[src/pkg/jtag_scan_pkg.sv]
// constants for the identification and boundary-scan data registers
// assumes a 100 MHz system clock that oversamples the test clock
package jtag_scan_pkg;
    // ------------------------------------------------------------
    // instruction codes
    // ------------------------------------------------------------
    localparam logic [2:0] IR_EXTEST = 3'h0;
    localparam logic [2:0] IR_IDCODE = 3'h1;
    localparam logic [2:0] IR_SAMPLE = 3'h4;
    localparam logic [2:0] IR_HIGHZ = 3'h5;
    localparam logic [2:0] IR_CLAMP = 3'h6;
    localparam int IR_W = 3;
    // ------------------------------------------------------------
    // identification register layout
    // ------------------------------------------------------------
    localparam int ID_LEN = 32;
    localparam int ID_REV_LSB = 28;
    localparam int ID_CTR_LSB = 22;
    localparam int ID_DEV_LSB = 12;
    localparam int ID_MFR_LSB = 1;
    localparam logic ID_MARK = 1'b1;
    // ------------------------------------------------------------
    // boundary chain cell positions
    // ------------------------------------------------------------
    localparam int CHAIN_LEN = 122;
    localparam int C_AHI = 0;
    localparam int C_ALO = 9;
    localparam int C_ALO_CTL = 57;
    localparam int C_PP = 58;
    localparam int C_I2C = 82;
    localparam int C_TIMER_OUT_PIN = 86;
    localparam int C_CLK = 88;
    localparam int C_TIN = 89;
    localparam int C_SER = 91;
    localparam int C_TRI = 99;
    localparam int C_DATA = 100;
    localparam int N_AHI = 3;
    localparam int N_ALO = 24;
    localparam int N_PP = 8;
    localparam int N_DATA = 11;
    // ------------------------------------------------------------
    // register map
    // ------------------------------------------------------------
    localparam logic [7:0] REG_STATUS = 8'h00;
    localparam logic [7:0] REG_CTRL = 8'h04;
    localparam logic [7:0] REG_IDCODE = 8'h08;
    localparam int CTRL_EN_BIT = 0;
    localparam logic CTRL_EN_RESET = 1'b1;
    localparam int ST_EXT_BIT = 3;
    localparam int ST_HZ_BIT = 4;
    localparam int ST_EN_BIT = 5;
endpackage : jtag_scan_pkg

[src/verilog/pin_sync3.sv]
// three-stage synchroniser with agreement filter for pin inputs
// assumes inputs are asynchronous to SYS_CLK
module pin_sync3 #(
    parameter int W = 1
) (
    input logic SYS_CLK, // system clock
    input logic RESET, // sync reset, active high
    input logic [W-1:0] PIN_IN, // raw pins
    output logic [W-1:0] PIN_SYNC // filtered level
);
    if (W < 1) begin : g_chk
        $error("pin_sync3 needs W >= 1");
    end

    typedef struct packed {
        logic [W-1:0] s1;
        logic [W-1:0] s2;
        logic [W-1:0] s3;
        logic [W-1:0] lvl;
    } sync_t;

    sync_t st_r;
    sync_t st_nxt;

    always_comb begin
        st_nxt = st_r;
        st_nxt.s1 = PIN_IN;
        st_nxt.s2 = st_r.s1;
        st_nxt.s3 = st_r.s2;
        // take a bit only where the last two stages agree
        st_nxt.lvl = (st_r.s2 & st_r.s3) | (st_r.lvl & (st_r.s2 ^ st_r.s3));
    end

    always_ff @(posedge SYS_CLK) begin
        if (RESET) begin
            st_r <= '0;
        end else begin
            st_r <= st_nxt;
        end
    end

    assign PIN_SYNC = st_r.lvl;
endmodule : pin_sync3

[src/verilog/jtag_id_bscan.sv]
// identification and boundary-scan data registers of the test port
// assumes an outside TAP machine giving level strobes on its own TCK;
// all test signals are oversampled by SYS_CLK
module jtag_id_bscan
    import jtag_scan_pkg::*;
#(
    parameter logic [3:0] ID_REV = 4'h0, // arbitrary value
    parameter logic [5:0] ID_CTR = 6'h2a, // arbitrary value
    parameter logic [9:0] ID_DEV = 10'h155, // arbitrary value
    parameter logic [10:0] ID_MFR = 11'h2aa, // arbitrary value
    parameter int APB_AW = 8
) (
    input logic SYS_CLK, // system clock
    input logic RESET, // sync reset
    input logic TCK, // test clock pin
    input logic TRST_N, // test reset pin
    input logic TDI, // serial test in
    output logic TDO, // serial test out
    output logic TDO_EN, // TDO driven by this block
    input logic TEST_LOGIC_RESET, // TAP in reset state
    input logic CAPTURE_DR, // TAP capture-DR
    input logic SHIFT_DR, // TAP shift-DR
    input logic UPDATE_DR, // TAP update-DR
    input logic UPDATE_IR, // TAP update-IR
    input logic [IR_W-1:0] IR_SHIFT, // instruction shift stages
    output logic [IR_W-1:0] INSTR, // active instruction
    output logic FUNC_RESET, // test mode holds core reset
    input logic [N_AHI-1:0] ADDR_HI_IN, // address 26..24 pins
    output logic [N_AHI-1:0] ADDR_HI_OUT, // pin drive
    output logic [N_AHI-1:0] ADDR_HI_OE, // pin enable
    input logic [N_AHI-1:0] CORE_ADDR_HI_OUT, // core value
    input logic [N_AHI-1:0] CORE_ADDR_HI_OE, // core enable
    input logic [N_ALO-1:0] ADDR_LO_IN, // address 23..0 pins
    output logic [N_ALO-1:0] ADDR_LO_OUT, // pin drive
    output logic ADDR_LO_OE, // group enable
    input logic [N_ALO-1:0] CORE_ADDR_LO_OUT, // core value
    input logic CORE_ADDR_LO_OE, // core enable
    input logic [N_PP-1:0] PARALLEL_PORT_PIN_IN, // port pins
    output logic [N_PP-1:0] PARALLEL_PORT_PIN_OUT, // pin drive
    output logic [N_PP-1:0] PARALLEL_PORT_PIN_OE, // pin enable
    input logic [N_PP-1:0] CORE_PP_OUT, // core value
    input logic [N_PP-1:0] CORE_PP_OE, // core enable
    input logic [1:0] I2C_IN, // bit0 clock, bit1 data
    output logic [1:0] I2C_OUT, // pin drive
    output logic [1:0] I2C_OE, // pin enable
    input logic [1:0] CORE_I2C_OUT, // core value
    input logic [1:0] CORE_I2C_OE, // core enable
    output logic [1:0] TIMER_OUT_PIN, // timer outputs
    input logic [1:0] CORE_TIMER_OUT, // core value
    input logic CLK_PIN_IN, // clock input pin
    input logic [1:0] TIMER_IN_PIN, // timer inputs
    output logic [1:0] SER_TX_OUT, // serial transmit
    output logic [1:0] SER_RTS_OUT, // request to send
    input logic [1:0] CORE_SER_TX, // core value
    input logic [1:0] CORE_SER_RTS, // core value
    input logic [1:0] SER_RX_IN, // serial receive
    input logic [1:0] SER_CTS_IN, // clear to send
    output logic FIXED_OUT_OE, // enable, output-only pins
    input logic TRISTATE_REQUEST_PIN, // tristate request
    input logic [N_DATA-1:0] DATA_BUS_PIN_IN, // data pins
    output logic [N_DATA-1:0] DATA_BUS_PIN_OUT, // pin drive
    output logic DATA_BUS_PIN_OE, // group enable
    input logic [N_DATA-1:0] CORE_DATA_OUT, // core value
    input logic CORE_DATA_OE, // core enable
    input logic DATA_TEST_OE, // enable cell, upper chain
    input logic PSEL, // APB select
    input logic PENABLE, // APB enable
    input logic PWRITE, // APB write
    input logic [APB_AW-1:0] PADDR, // APB address
    input logic [31:0] PWDATA, // APB write data
    output logic [31:0] PRDATA, // APB read data
    output logic PREADY, // APB ready
    output logic PSLVERR // APB error
);
    if (APB_AW < 8) begin : g_chk
        $error("jtag_id_bscan needs APB_AW >= 8");
    end

    // ------------------------------------------------------------
    // pin synchronisation
    // ------------------------------------------------------------
    localparam int SYN_W = 11 + N_AHI + N_ALO + N_PP + 10 + N_DATA;
    localparam logic [ID_LEN-1:0] ID_VALUE = {ID_REV, ID_CTR, ID_DEV,
        ID_MFR, ID_MARK};

    logic [SYN_W-1:0] syn;
    logic tck, trst_n, tdi, tlr, cap_dr, sh_dr, up_dr, up_ir, clk_in, tri_in;
    logic [IR_W-1:0] ir_sh;
    logic [N_AHI-1:0] ahi_in;
    logic [N_ALO-1:0] alo_in;
    logic [N_PP-1:0] pp_in;
    logic [1:0] i2c_in, tin_in, rx_in, cts_in;
    logic [N_DATA-1:0] d_in;

    pin_sync3 #(.W(SYN_W)) u_sync (
        .SYS_CLK(SYS_CLK),
        .RESET(RESET),
        .PIN_IN({DATA_BUS_PIN_IN, TRISTATE_REQUEST_PIN, SER_CTS_IN, SER_RX_IN, TIMER_IN_PIN, CLK_PIN_IN,
                 I2C_IN, PARALLEL_PORT_PIN_IN, ADDR_LO_IN, ADDR_HI_IN, IR_SHIFT, UPDATE_IR, UPDATE_DR,
                 SHIFT_DR, CAPTURE_DR, TEST_LOGIC_RESET, TDI, TRST_N, TCK}),
        .PIN_SYNC(syn)
    );

    assign {d_in, tri_in, cts_in, rx_in, tin_in, clk_in, i2c_in, pp_in, alo_in, ahi_in, ir_sh, up_ir,
            up_dr, sh_dr, cap_dr, tlr, tdi, trst_n, tck} = syn;

    // ------------------------------------------------------------
    // state
    // ------------------------------------------------------------
    typedef struct packed {
        logic [IR_W-1:0] instr;
        logic tck_q;
        logic [ID_LEN-1:0] id_sh;
        logic [CHAIN_LEN-1:0] bsr;
        logic [CHAIN_LEN-1:0] upd;
        logic tdo;
        logic ctl_en;
        logic [N_AHI-1:0] ahi_o;
        logic [N_AHI-1:0] ahi_oe;
        logic [N_ALO-1:0] alo_o;
        logic alo_oe;
        logic [N_PP-1:0] pp_o;
        logic [N_PP-1:0] pp_oe;
        logic [1:0] i2c_o;
        logic [1:0] i2c_oe;
        logic [1:0] timer_out_pin_o;
        logic [1:0] tx_o;
        logic [1:0] rts_o;
        logic fix_oe;
        logic [N_DATA-1:0] d_o;
        logic d_oe;
        logic [31:0] prdata;
        logic perr;
    } state_t;

    state_t s_r;
    state_t s_nxt;
    logic rise, fall, id_sel, bsr_sel, ext, hz;
    logic [CHAIN_LEN-1:0] cap;

    // TCK edges only seen while software leaves the port enabled
    assign rise = tck & ~s_r.tck_q & s_r.ctl_en;
    assign fall = ~tck & s_r.tck_q & s_r.ctl_en;
    assign id_sel = (s_r.instr == IR_IDCODE);
    assign bsr_sel = (s_r.instr == IR_EXTEST) || (s_r.instr == IR_SAMPLE);
    assign ext = (s_r.instr == IR_EXTEST) || (s_r.instr == IR_CLAMP);
    assign hz = (s_r.instr == IR_HIGHZ);

    // ------------------------------------------------------------
    // capture vector: pins on input cells, core values elsewhere
    // ------------------------------------------------------------
    always_comb begin
        cap = '0;
        for (int j = 0; j < N_AHI; j++) begin
            cap[C_AHI + 3 * j] = ahi_in[N_AHI - 1 - j];
            cap[C_AHI + 3 * j + 1] = CORE_ADDR_HI_OUT[N_AHI - 1 - j];
            cap[C_AHI + 3 * j + 2] = CORE_ADDR_HI_OE[N_AHI - 1 - j];
        end
        for (int j = 0; j < N_ALO; j++) begin
            cap[C_ALO + 2 * j] = alo_in[N_ALO - 1 - j];
            cap[C_ALO + 2 * j + 1] = CORE_ADDR_LO_OUT[N_ALO - 1 - j];
        end
        cap[C_ALO_CTL] = CORE_ADDR_LO_OE;
        for (int j = 0; j < N_PP; j++) begin
            cap[C_PP + 3 * j] = pp_in[j];
            cap[C_PP + 3 * j + 1] = CORE_PP_OUT[j];
            cap[C_PP + 3 * j + 2] = CORE_PP_OE[j];
        end
        for (int j = 0; j < 2; j++) begin
            cap[C_I2C + 2 * j] = i2c_in[j];
            cap[C_I2C + 2 * j + 1] = CORE_I2C_OUT[j];
            cap[C_TIMER_OUT_PIN + j] = CORE_TIMER_OUT[1 - j];
            cap[C_TIN + j] = tin_in[1 - j];
            cap[C_SER + 4 * j] = CORE_SER_TX[j];
            cap[C_SER + 4 * j + 1] = rx_in[j];
            cap[C_SER + 4 * j + 2] = CORE_SER_RTS[j];
            cap[C_SER + 4 * j + 3] = cts_in[j];
        end
        cap[C_CLK] = clk_in;
        cap[C_TRI] = tri_in;
        for (int j = 0; j < N_DATA; j++) begin
            cap[C_DATA + 2 * j] = d_in[j];
            cap[C_DATA + 2 * j + 1] = CORE_DATA_OUT[j];
        end
    end

    // ------------------------------------------------------------
    // next state
    // ------------------------------------------------------------
    always_comb begin
        s_nxt = s_r;
        s_nxt.tck_q = tck;
        if (!trst_n || tlr) begin
            s_nxt.instr = IR_IDCODE;
        end else if (fall && up_ir) begin
            s_nxt.instr = ir_sh;
        end
        if (rise && cap_dr) begin
            if (id_sel) begin
                s_nxt.id_sh = ID_VALUE;
            end
            if (bsr_sel) begin
                s_nxt.bsr = cap;
            end
        end else if (rise && sh_dr) begin
            if (id_sel) begin
                s_nxt.id_sh = {tdi, s_r.id_sh[ID_LEN-1:1]};
            end
            if (bsr_sel) begin
                s_nxt.bsr = {tdi, s_r.bsr[CHAIN_LEN-1:1]};
            end
        end
        // update cells load on the falling edge, as in update-DR
        if (fall && up_dr && bsr_sel) begin
            s_nxt.upd = s_r.bsr;
        end
        if (fall) begin
            s_nxt.tdo = id_sel ? s_r.id_sh[0] : s_r.bsr[0];
        end
        // pin drive: core in normal mode, update cells under extest/clamp
        for (int j = 0; j < N_AHI; j++) begin
            s_nxt.ahi_o[N_AHI-1-j] = ext ? s_r.upd[C_AHI + 3 * j + 1] : CORE_ADDR_HI_OUT[N_AHI-1-j];
            s_nxt.ahi_oe[N_AHI-1-j] = ext ? s_r.upd[C_AHI + 3 * j + 2] : CORE_ADDR_HI_OE[N_AHI-1-j];
        end
        for (int j = 0; j < N_ALO; j++) begin
            s_nxt.alo_o[N_ALO-1-j] = ext ? s_r.upd[C_ALO + 2 * j + 1] : CORE_ADDR_LO_OUT[N_ALO-1-j];
        end
        s_nxt.alo_oe = ext ? s_r.upd[C_ALO_CTL] : CORE_ADDR_LO_OE;
        for (int j = 0; j < N_PP; j++) begin
            s_nxt.pp_o[j] = ext ? s_r.upd[C_PP + 3 * j + 1] : CORE_PP_OUT[j];
            s_nxt.pp_oe[j] = ext ? s_r.upd[C_PP + 3 * j + 2] : CORE_PP_OE[j];
        end
        for (int j = 0; j < 2; j++) begin
            // no enable cell: open drain, only a low is driven in test
            s_nxt.i2c_o[j] = ext ? s_r.upd[C_I2C + 2 * j + 1] : CORE_I2C_OUT[j];
            s_nxt.i2c_oe[j] = ext ? ~s_r.upd[C_I2C + 2 * j + 1] : CORE_I2C_OE[j];
            s_nxt.timer_out_pin_o[1-j] = ext ? s_r.upd[C_TIMER_OUT_PIN + j] : CORE_TIMER_OUT[1-j];
            s_nxt.tx_o[j] = ext ? s_r.upd[C_SER + 4 * j] : CORE_SER_TX[j];
            s_nxt.rts_o[j] = ext ? s_r.upd[C_SER + 4 * j + 2] : CORE_SER_RTS[j];
        end
        s_nxt.fix_oe = 1'b1;
        for (int j = 0; j < N_DATA; j++) begin
            s_nxt.d_o[j] = ext ? s_r.upd[C_DATA + 2 * j + 1] : CORE_DATA_OUT[j];
        end
        // data enable cell lies in the upper chain segment
        s_nxt.d_oe = ext ? DATA_TEST_OE : CORE_DATA_OE;
        if (hz) begin
            s_nxt.ahi_oe = '0;
            s_nxt.alo_oe = 1'b0;
            s_nxt.pp_oe = '0;
            s_nxt.i2c_oe = '0;
            s_nxt.fix_oe = 1'b0;
            s_nxt.d_oe = 1'b0;
        end
        // APB: read data prepared in setup so it stands in the access phase
        if (PSEL && !PENABLE) begin
            s_nxt.perr = 1'b0;
            s_nxt.prdata = '0;
            case (PADDR[7:0])
                REG_STATUS: begin
                    s_nxt.prdata[IR_W-1:0] = s_r.instr;
                    s_nxt.prdata[ST_EXT_BIT] = ext;
                    s_nxt.prdata[ST_HZ_BIT] = hz;
                    s_nxt.prdata[ST_EN_BIT] = s_r.ctl_en;
                end
                REG_CTRL: s_nxt.prdata[CTRL_EN_BIT] = s_r.ctl_en;
                REG_IDCODE: s_nxt.prdata = ID_VALUE;
                default: s_nxt.perr = 1'b1;
            endcase
        end
        if (PSEL && PENABLE && PWRITE && PADDR[7:0] == REG_CTRL && !s_r.perr) begin
            s_nxt.ctl_en = PWDATA[CTRL_EN_BIT];
        end
    end

    always_ff @(posedge SYS_CLK) begin
        if (RESET) begin
            s_r <= '0;
            s_r.instr <= IR_IDCODE;
            s_r.ctl_en <= CTRL_EN_RESET;
        end else begin
            s_r <= s_nxt;
        end
    end

    // ------------------------------------------------------------
    // outputs
    // ------------------------------------------------------------
    assign TDO = s_r.tdo;
    assign TDO_EN = sh_dr & (id_sel | bsr_sel) & s_r.ctl_en;
    assign INSTR = s_r.instr;
    assign FUNC_RESET = ext | hz;
    assign ADDR_HI_OUT = s_r.ahi_o;
    assign ADDR_HI_OE = s_r.ahi_oe;
    assign ADDR_LO_OUT = s_r.alo_o;
    assign ADDR_LO_OE = s_r.alo_oe;
    assign PARALLEL_PORT_PIN_OUT = s_r.pp_o;
    assign PARALLEL_PORT_PIN_OE = s_r.pp_oe;
    assign I2C_OUT = s_r.i2c_o;
    assign I2C_OE = s_r.i2c_oe;
    assign TIMER_OUT_PIN = s_r.timer_out_pin_o;
    assign SER_TX_OUT = s_r.tx_o;
    assign SER_RTS_OUT = s_r.rts_o;
    assign FIXED_OUT_OE = s_r.fix_oe;
    assign DATA_BUS_PIN_OUT = s_r.d_o;
    assign DATA_BUS_PIN_OE = s_r.d_oe;
    assign PRDATA = s_r.prdata;
    assign PREADY = 1'b1;
    assign PSLVERR = PSEL & PENABLE & s_r.perr;

    // ------------------------------------------------------------
    // checks
    // ------------------------------------------------------------
    property p_id_load;
        @(posedge SYS_CLK) disable iff (RESET) (rise && cap_dr && id_sel) |=> (s_r.id_sh == ID_VALUE);
    endproperty
    a_id_load: assert property (p_id_load) else $error("id capture wrong");
    property p_id_rev;
        @(posedge SYS_CLK) disable iff (RESET) (rise && cap_dr && id_sel) |=> (s_r.id_sh[31:28] == ID_REV);
    endproperty
    a_id_rev: assert property (p_id_rev) else $error("revision field wrong");
    property p_id_fix;
        @(posedge SYS_CLK) disable iff (RESET)
            (rise && cap_dr && id_sel) |=> (s_r.id_sh[27:22] == ID_CTR) && (s_r.id_sh[21:12] == ID_DEV);
    endproperty
    a_id_fix: assert property (p_id_fix) else $error("center or device field wrong");
    property p_id_low;
        @(posedge SYS_CLK) disable iff (RESET)
            (rise && cap_dr && id_sel) |=> (s_r.id_sh[11:1] == ID_MFR) ##1 (s_r.id_sh[0] == 1'b1);
    endproperty
    a_id_low: assert property (p_id_low) else $error("maker field or marker wrong");
    property p_bsr_shift;
        @(posedge SYS_CLK) disable iff (RESET) (rise && sh_dr && !cap_dr && bsr_sel)
            |=> (s_r.bsr[CHAIN_LEN-1] == $past(tdi)) && (s_r.bsr[CHAIN_LEN-2:0] == $past(s_r.bsr[CHAIN_LEN-1:1]));
    endproperty
    a_bsr_shift: assert property (p_bsr_shift) else $error("chain shift wrong");
    property p_cap_map;
        @(posedge SYS_CLK) disable iff (RESET) (rise && cap_dr && bsr_sel)
            |=> (s_r.bsr[C_TRI] == $past(tri_in)) && (s_r.bsr[C_CLK] == $past(clk_in))
                && (s_r.bsr[C_DATA + 21] == $past(CORE_DATA_OUT[10])) && (s_r.bsr[C_PP + 2] == $past(CORE_PP_OE[0]));
    endproperty
    a_cap_map: assert property (p_cap_map) else $error("capture cell order wrong");
    property p_drive;
        @(posedge SYS_CLK) disable iff (RESET) (ext && !hz) ##1 ext
            |-> (s_r.alo_o[N_ALO-1] == $past(s_r.upd[C_ALO + 1])) && (s_r.pp_oe[0] == $past(s_r.upd[C_PP + 2]));
    endproperty
    a_drive: assert property (p_drive) else $error("test drive wrong");
    property p_highz;
        @(posedge SYS_CLK) disable iff (RESET) hz [*2] |-> !s_r.fix_oe && (s_r.pp_oe == '0) && !s_r.d_oe;
    endproperty
    a_highz: assert property (p_highz) else $error("enable left on in highz");
    property p_ir_reset;
        @(posedge SYS_CLK) disable iff (RESET) (!trst_n || tlr) |=> (s_r.instr == IR_IDCODE) && !FUNC_RESET;
    endproperty
    a_ir_reset: assert property (p_ir_reset) else $error("reset did not load idcode");
endmodule : jtag_id_bscan

[config.mk]
export PLATFORM = sky130hd
export DESIGN_NAME = jtag_id_bscan
export DESIGN_NICKNAME = d
export VERILOG_FILES = /design/src/pkg/jtag_scan_pkg.sv /design/src/verilog/pin_sync3.sv /design/src/verilog/jtag_id_bscan.sv
export SDC_FILE = /design/constraint.sdc
export NUM_CORES = 1
export LEC_CHECK = 0
export BUFFER_PORTS_ARGS = -buffer_cell sky130_fd_sc_hd__buf_4
export CAP_MARGIN = 10
export CORE_MARGIN = 2
export CORE_UTILIZATION = 55
export DETAILED_ROUTE_END_ITERATION = 10
export MAX_ROUTING_LAYER = met4
export PLACE_DENSITY = 0.85
export SYNTH_ARGS = -nofsm -noshare
export SYNTH_HDL_FRONTEND = slang
export SYNTH_SLANG_ARGS = --single-unit
[constraint.sdc]
create_clock -name SYS_CLK -period 1.7 [get_ports SYS_CLK]
set_input_delay 0 -clock SYS_CLK [delete_from_list [all_inputs] [get_ports SYS_CLK]]
set_output_delay 0 -clock SYS_CLK [all_outputs]
set_load 0.02 [all_outputs]
=== Word level (Yosys, flattened, before mapping) ===
Cells that the tools add are included.

* Bits in registers: 653
* Bits of input ports: 182
* Output and inout port bits: 110
* Word-level logic and storage cells: 160

* Eq/ne operators: 10
* Multiplexer cells: 81
* Bitwise logic cells: 18
* Reduce and logical (&&, ||, !) cells: 24

{| class="wikitable"
|+ Operator list
! cell !! count
|-
| $mux W154 || 2
|-
| $mux W122 || 2
|-
| $and A67 B67 Y67 || 2
|-
| $mux W1 || 72
|-
| $or A67 B67 Y67 || 1
|-
| $xor A67 B67 Y67 || 1
|-
| $mux W32 || 2
|-
| $mux W22 || 1
|-
| $logic_and A1 B1 Y1 || 10
|-
| $pmux W5 S2 || 1
|-
| $eq A3 B3 Y1 const B || 3
|-
| $and A1 B1 Y1 || 8
|-
| $eq A8 B3 Y1 const B || 1
|-
| $eq A8 B4 Y1 const B || 1
|-
| $logic_not A8 Y1 || 1
|-
| $ne A2 B2 Y1 const B || 4
|-
| $reduce_and A3 Y1 || 2
|-
| $not A1 Y1 || 4
|-
| $reduce_or A2 Y1 || 2
|-
| $eq A3 B1 Y1 const B || 1
|-
| $logic_not A1 Y1 || 3
|-
| $logic_not A3 Y1 || 1
|-
| $logic_or A1 B1 Y1 || 3
|-
| $pmux W1 S3 || 1
|-
| 3 further kinds || 4
|}

=== Depth between registers and ports, before layout ===
* Depth in word-level cells: 6
* Mapped depth: 8
* Mapped depth without buffers: 4

=== Hierarchy ===
From an unflattened synthesis, not the netlist that was laid out.

* Cells, all modules: 2367
* Area total of the unflattened synthesis: 21600.7 sq um

{| class="wikitable"
|+ Modules (own cells, without submodules)
! module !! times used !! cells each !! area an instance (sq um) !! sequential area each (sq um)
|-
| jtag_id_bscan || 1 || 1600 || 12874.8 || 6085.8
|-
| pin_sync3 || 1 || 767 || 8725.9 || 5365.1
|}

=== Worst setup path before layout ===
Ideal clock, no wire load.

* Kind: register to register
* Start: register s_r[103] (netlist name)
* End: register s_r[280] (netlist name)
* Setup time: 0.147 ns
* Arrival time: 1.407 ns
* Required time: 1.553 ns
* Path slack: 0.147 ns
* Cell stages (with the launch flop): 7
* Buffers on the path: 3
* Period minus slack after synthesis: 1.553 ns
* Cells stage by stage: dfxtp_1 nand3b_1 nor4_1 buf_4 buf_2 buf_2 a311oi_2

* Cells in the longest elaborated chain, start to end: 4
* Elaborated cells between the ends (all ways): 8
* Those cells by class: eq/ne: 2; mux: 1; bitwise: 1; reduce/logical: 4

{| class="wikitable"
|+ RTL lines
! what !! line !! source
|-
| start: declaration || jtag_id_bscan.sv:136 || <nowiki>state_t s_r;</nowiki>
|-
| start signal: assignment || jtag_id_bscan.sv:282 || <nowiki>s_r <= s_nxt;</nowiki>
|-
| $and A1 B1 Y1 * || jtag_id_bscan.sv:142 || <nowiki>assign rise = tck & ~s_r.tck_q & s_r.ctl_en;</nowiki>
|-
| $logic_and A1 B1 Y1 (on tied branches) || jtag_id_bscan.sv:205, jtag_id_bscan.sv:198 ||
|-
| $ne A2 B2 Y1 (no line) or $reduce_bool A2 Y1 (tied branches) || -- ||
|-
| $reduce_and A3 Y1 (no line) || -- ||
|}

Every way passes the cells marked *; elsewhere a longest branch is shown, timed or not.
A chain may end at the register's enable or synchronous reset.

=== Final worst setup path ===
* Start: register s_r[381] (netlist name)
* End: register s_r[318] (netlist name)

* Cells in the longest elaborated chain, start to end: 6
* Elaborated cells between the ends (all ways): 10
* Those cells by class: eq/ne: 2; mux: 1; bitwise: 3; reduce/logical: 4

{| class="wikitable"
|+ RTL lines
! what !! line
|-
| $not A1 Y1 * || jtag_id_bscan.sv:142
|-
| $and A1 B1 Y1 * (2 in a row) || jtag_id_bscan.sv:142
|-
| $logic_and A1 B1 Y1 (on tied branches) || jtag_id_bscan.sv:205, jtag_id_bscan.sv:198
|-
| $ne A2 B2 Y1 (no line) or $reduce_bool A2 Y1 (tied branches) || --
|-
| $reduce_and A3 Y1 (no line) || --
|}

Marks and branches as above.

==> run_results.csv <==
group,metric,value,unit
outcome,status,"finished with violations",
outcome,violations,"negative hold slack, negative setup slack",
timing,drv_slew,0,
floorplan,initial_core_util,55.6,%
timing,setup_violations,147,
global_route,grt_pass1_wl,82700,um
power,peakVddDrop,765,uV
finish,final_util,73.0,%
synthesis,synthFlopType,"dfxtp_1",
clocking,clock_latency,590,ps
worst_setup_path,arrival,2390,ps
clocking,cts_tree,"built",
worst_setup_path,endpoint_kind,"flop",
route,wl_met2,27800,um
finish,multi_input_area,8370,sq um
finish,finalInstanceArea,27400,sq um
route,met1_length,23600,um
finish,nets,2871,
timing,finalSetupTns,-9540,ps
synthesis,ys_top_cells_by_area,"dfxtp_1 (55%), nand2_1 (9.7%), nor2b_1 (6.1%), a21oi_1 (5.5%), a311oi_1 (4.3%)",
synthesis,synth.avg_cell_area,9.04,sq um
timing,worstMarginPinSlew,522,ps
finish,regArea,11500,sq um
worst_setup_path,crit_type,"flop to flop",
timing,finalCritPeriodShare,113,%
floorplan,core_area,37500,sq um
route,routed.top_layer,"met4",
route,dr_total_vias,17838,
synthesis,synth_edf_count,0,
global_route,grt_pass1_vias,16146,
placed_design,dpl.cell_count,2873,
synthesis,synth_xor_area_share,0.0841,%
synthesis,post_synth_inst_count,2304,
timing,skew,16.0,ps
floorplan,num_rows,71,
floorplan,die_height,199,um
route,drcViolationCount,0,
synthesis,yosysSeqAreaShare,55.0,%
worst_setup_path,required,2160,ps
global_route,track_usage,26.8,%
finish,drive_above_1_share,20.1,%
timing,hold_violations,1,
synthesis,synth-simple-area-share,22.0,%
synthesis,yosysUniqueCellTypes,45,
synthesis,yosysTopAreaCell,"dfxtp_1",
clocking,h-tree-depth,2,
synthesis,netlist.area_leader.share,55.0,%
synthesis,ys_ff_latch,572,
worst_hold_path,hold_path.class,"input pin to flop",
clocking,clk_path_buf_depth,3,
synthesis,yosys.area_share.adder,4.03,%
global_route,globalRouteOverflowTotal,0,
route,wl_met3,5500,um
route,drt_iter0_drc,1797,
timing,layout_min_cycle_time,1920,ps
global_route,antenna_found_initial,2,
timing,rsz0062_at_grt,"yes",
power,leakagePower,10.8,nW
placed_design,dp_hpwl,31600,um
placed_design,postPlaceCellArea,22700,sq um
route,drtAntennaViolNets,0,
finish,mostFrequentLayoutCells,"dfxtp_1 (569), nand2_1 (538), buf_4 (276)",
floorplan,die_area,39400,sq um
global_route,grt_max_degree,87,
clocking,clkTransAtPathRegs,70,ps
timing,final.setup.worst_slack,-222,ps
flow_run,drv_cap,0,
synthesis,synthMuxAreaShare,0.0481,%
route,wire_per_inst,19.0,um
worst_setup_path,crit_path_max_fanout,8,
floorplan,die_x,199,um
finish,syn_to_final_growth,31.3,%
synthesis,yosys_warnings,0,
finish,final_common_cell,"dfxtp_1",
route,wl,60300,um
synthesis,synth_top_family_by_area,"simple AND/OR/NAND/NOR gates",
route,dr.pass1.iters,7,
clocking,cts_sinks,572,
power,p_per_area,1030,nW/um^2
synthesis,synth_compound_area_share,11.5,%
synthesis,synth_async_sr_flop_share,0,%
timing,fmaxAchievable,520,MHz
finish,nFillCells,2316,
floorplan,ios,292,
placed_design,io_buffers,244,
clocking,root_buffer,"clkbuf_16",
clocking,cts_made_buffers,53,
timing,fin_hold_ws,-3.68,ps
placed_design,pre_cts_slack,-194,ps
power,total_power,28.2,mW
route,vias_per_cell,5.61,
finish,layout.cells.non_filler,3179,
worst_setup_path,start_kind,"flop",
timing,slew_headroom,65.2,%
synthesis,syn-cell-area,20800,sq um
placed_design,routabilityCongestion,0.842,
[flip-flops by register name, summed over array words and instances, names as in the netlist, 3 cells and up]
register and count:
ADDR_LO_OUT 24, u_sync.st_nxt 134, ADDR_HI_OUT 3, ADDR_HI_OE 3, INSTR 3, PRDATA 7, PARALLEL_PORT_PIN_OUT 8, DATA_BUS_PIN_OUT 11
u_sync.st_r 67, s_r 223, u_sync.PIN_SYNC 67, PARALLEL_PORT_PIN_OE 8
[kinds of logic after synthesis]
group           Yosys count
simple gates           1038
flops                   572
compound gates          358
buf+inv                 264
fa+ha+maj                67
other cells               2
xor+xnor                  2
mux                       1
[cell usage after synthesis, types with 2 or more instances]
cell,count
dfxtp_1,572
a311oi_1,102
nor2b_1,203
nand4_1,2
conb_1,2
and2_1,2
and3_1,3
buf_4,112
clkbuf_1,93
nand3_1,21
a21oi_1,227
or3_1,3
nor4_1,2
a311oi_2,20
nor3_1,32
ha_1,67
and3b_1,2
nor2_1,214
nand2b_1,2
buf_6,5
a22o_1,3
buf_2,51
inv_1,2
a211o_1,2
nand2_1,538
nor3b_2,2
nand3b_1,2
[critical path: stages (launching register included)]
cell and delay (ps):
dfxtp_2 330, nand3b_1 240, nor4_4 350, buf_4 180, buf_12 140, clkbuf_16 200
nor2_2 70, a311oi_2 300
[area by class of cell]
cell class                      count  area share, %
Multi-Input combinational cell   1482           30.6
Tap cell                          511           2.34
Antenna cell                        3         0.0274
Timing Repair Buffer              511           18.2
Clock inverter                     24           1.16
Sequential cell                   572           41.9
Inverter                            2         0.0274
Clock buffer                       74           5.76
[final timing paths]
| kind | to | cells past startpoint | slack [ps] | startpoint |
|---|---|---|---|---|
| max reg2reg | s_r[318] | 7 | -220 | s_r[381] |
| min | PRDATA[2] | 6 | -4 | PADDR[5] |
| max | s_r[318] | 7 | -220 | s_r[381] |
| min reg2reg | u_sync.st_nxt[90] | 1 | 430 | u_sync.st_nxt[157] |
[what timing repair did]
item / in CTS / in global routing
gates cloned: 1 / 14
resized for setup: 11 / 126
hold buffers: 175 / 0
setup buffers: 0 / 16
endpoints found under the setup margin: 112 / 152
hold endpoints to repair: 254 / 0
pin swaps: 5 / 68
[layer usage]
layer,vias up,GRT usage (%)
met2,1082,42.8
met4,0,11.2
met3,308,4.88
met5,-,-
met1,8315,33.6
li1,8133,-
[power breakdown]
| group | switching [mW] | internal [mW] |
|---|---|---|
| clock network | 5.21 | 7.54 |
| registers | 0.125 | 13.7 |
| logic | 0.772 | 0.817 |
(Power assumes the default switching activity.)
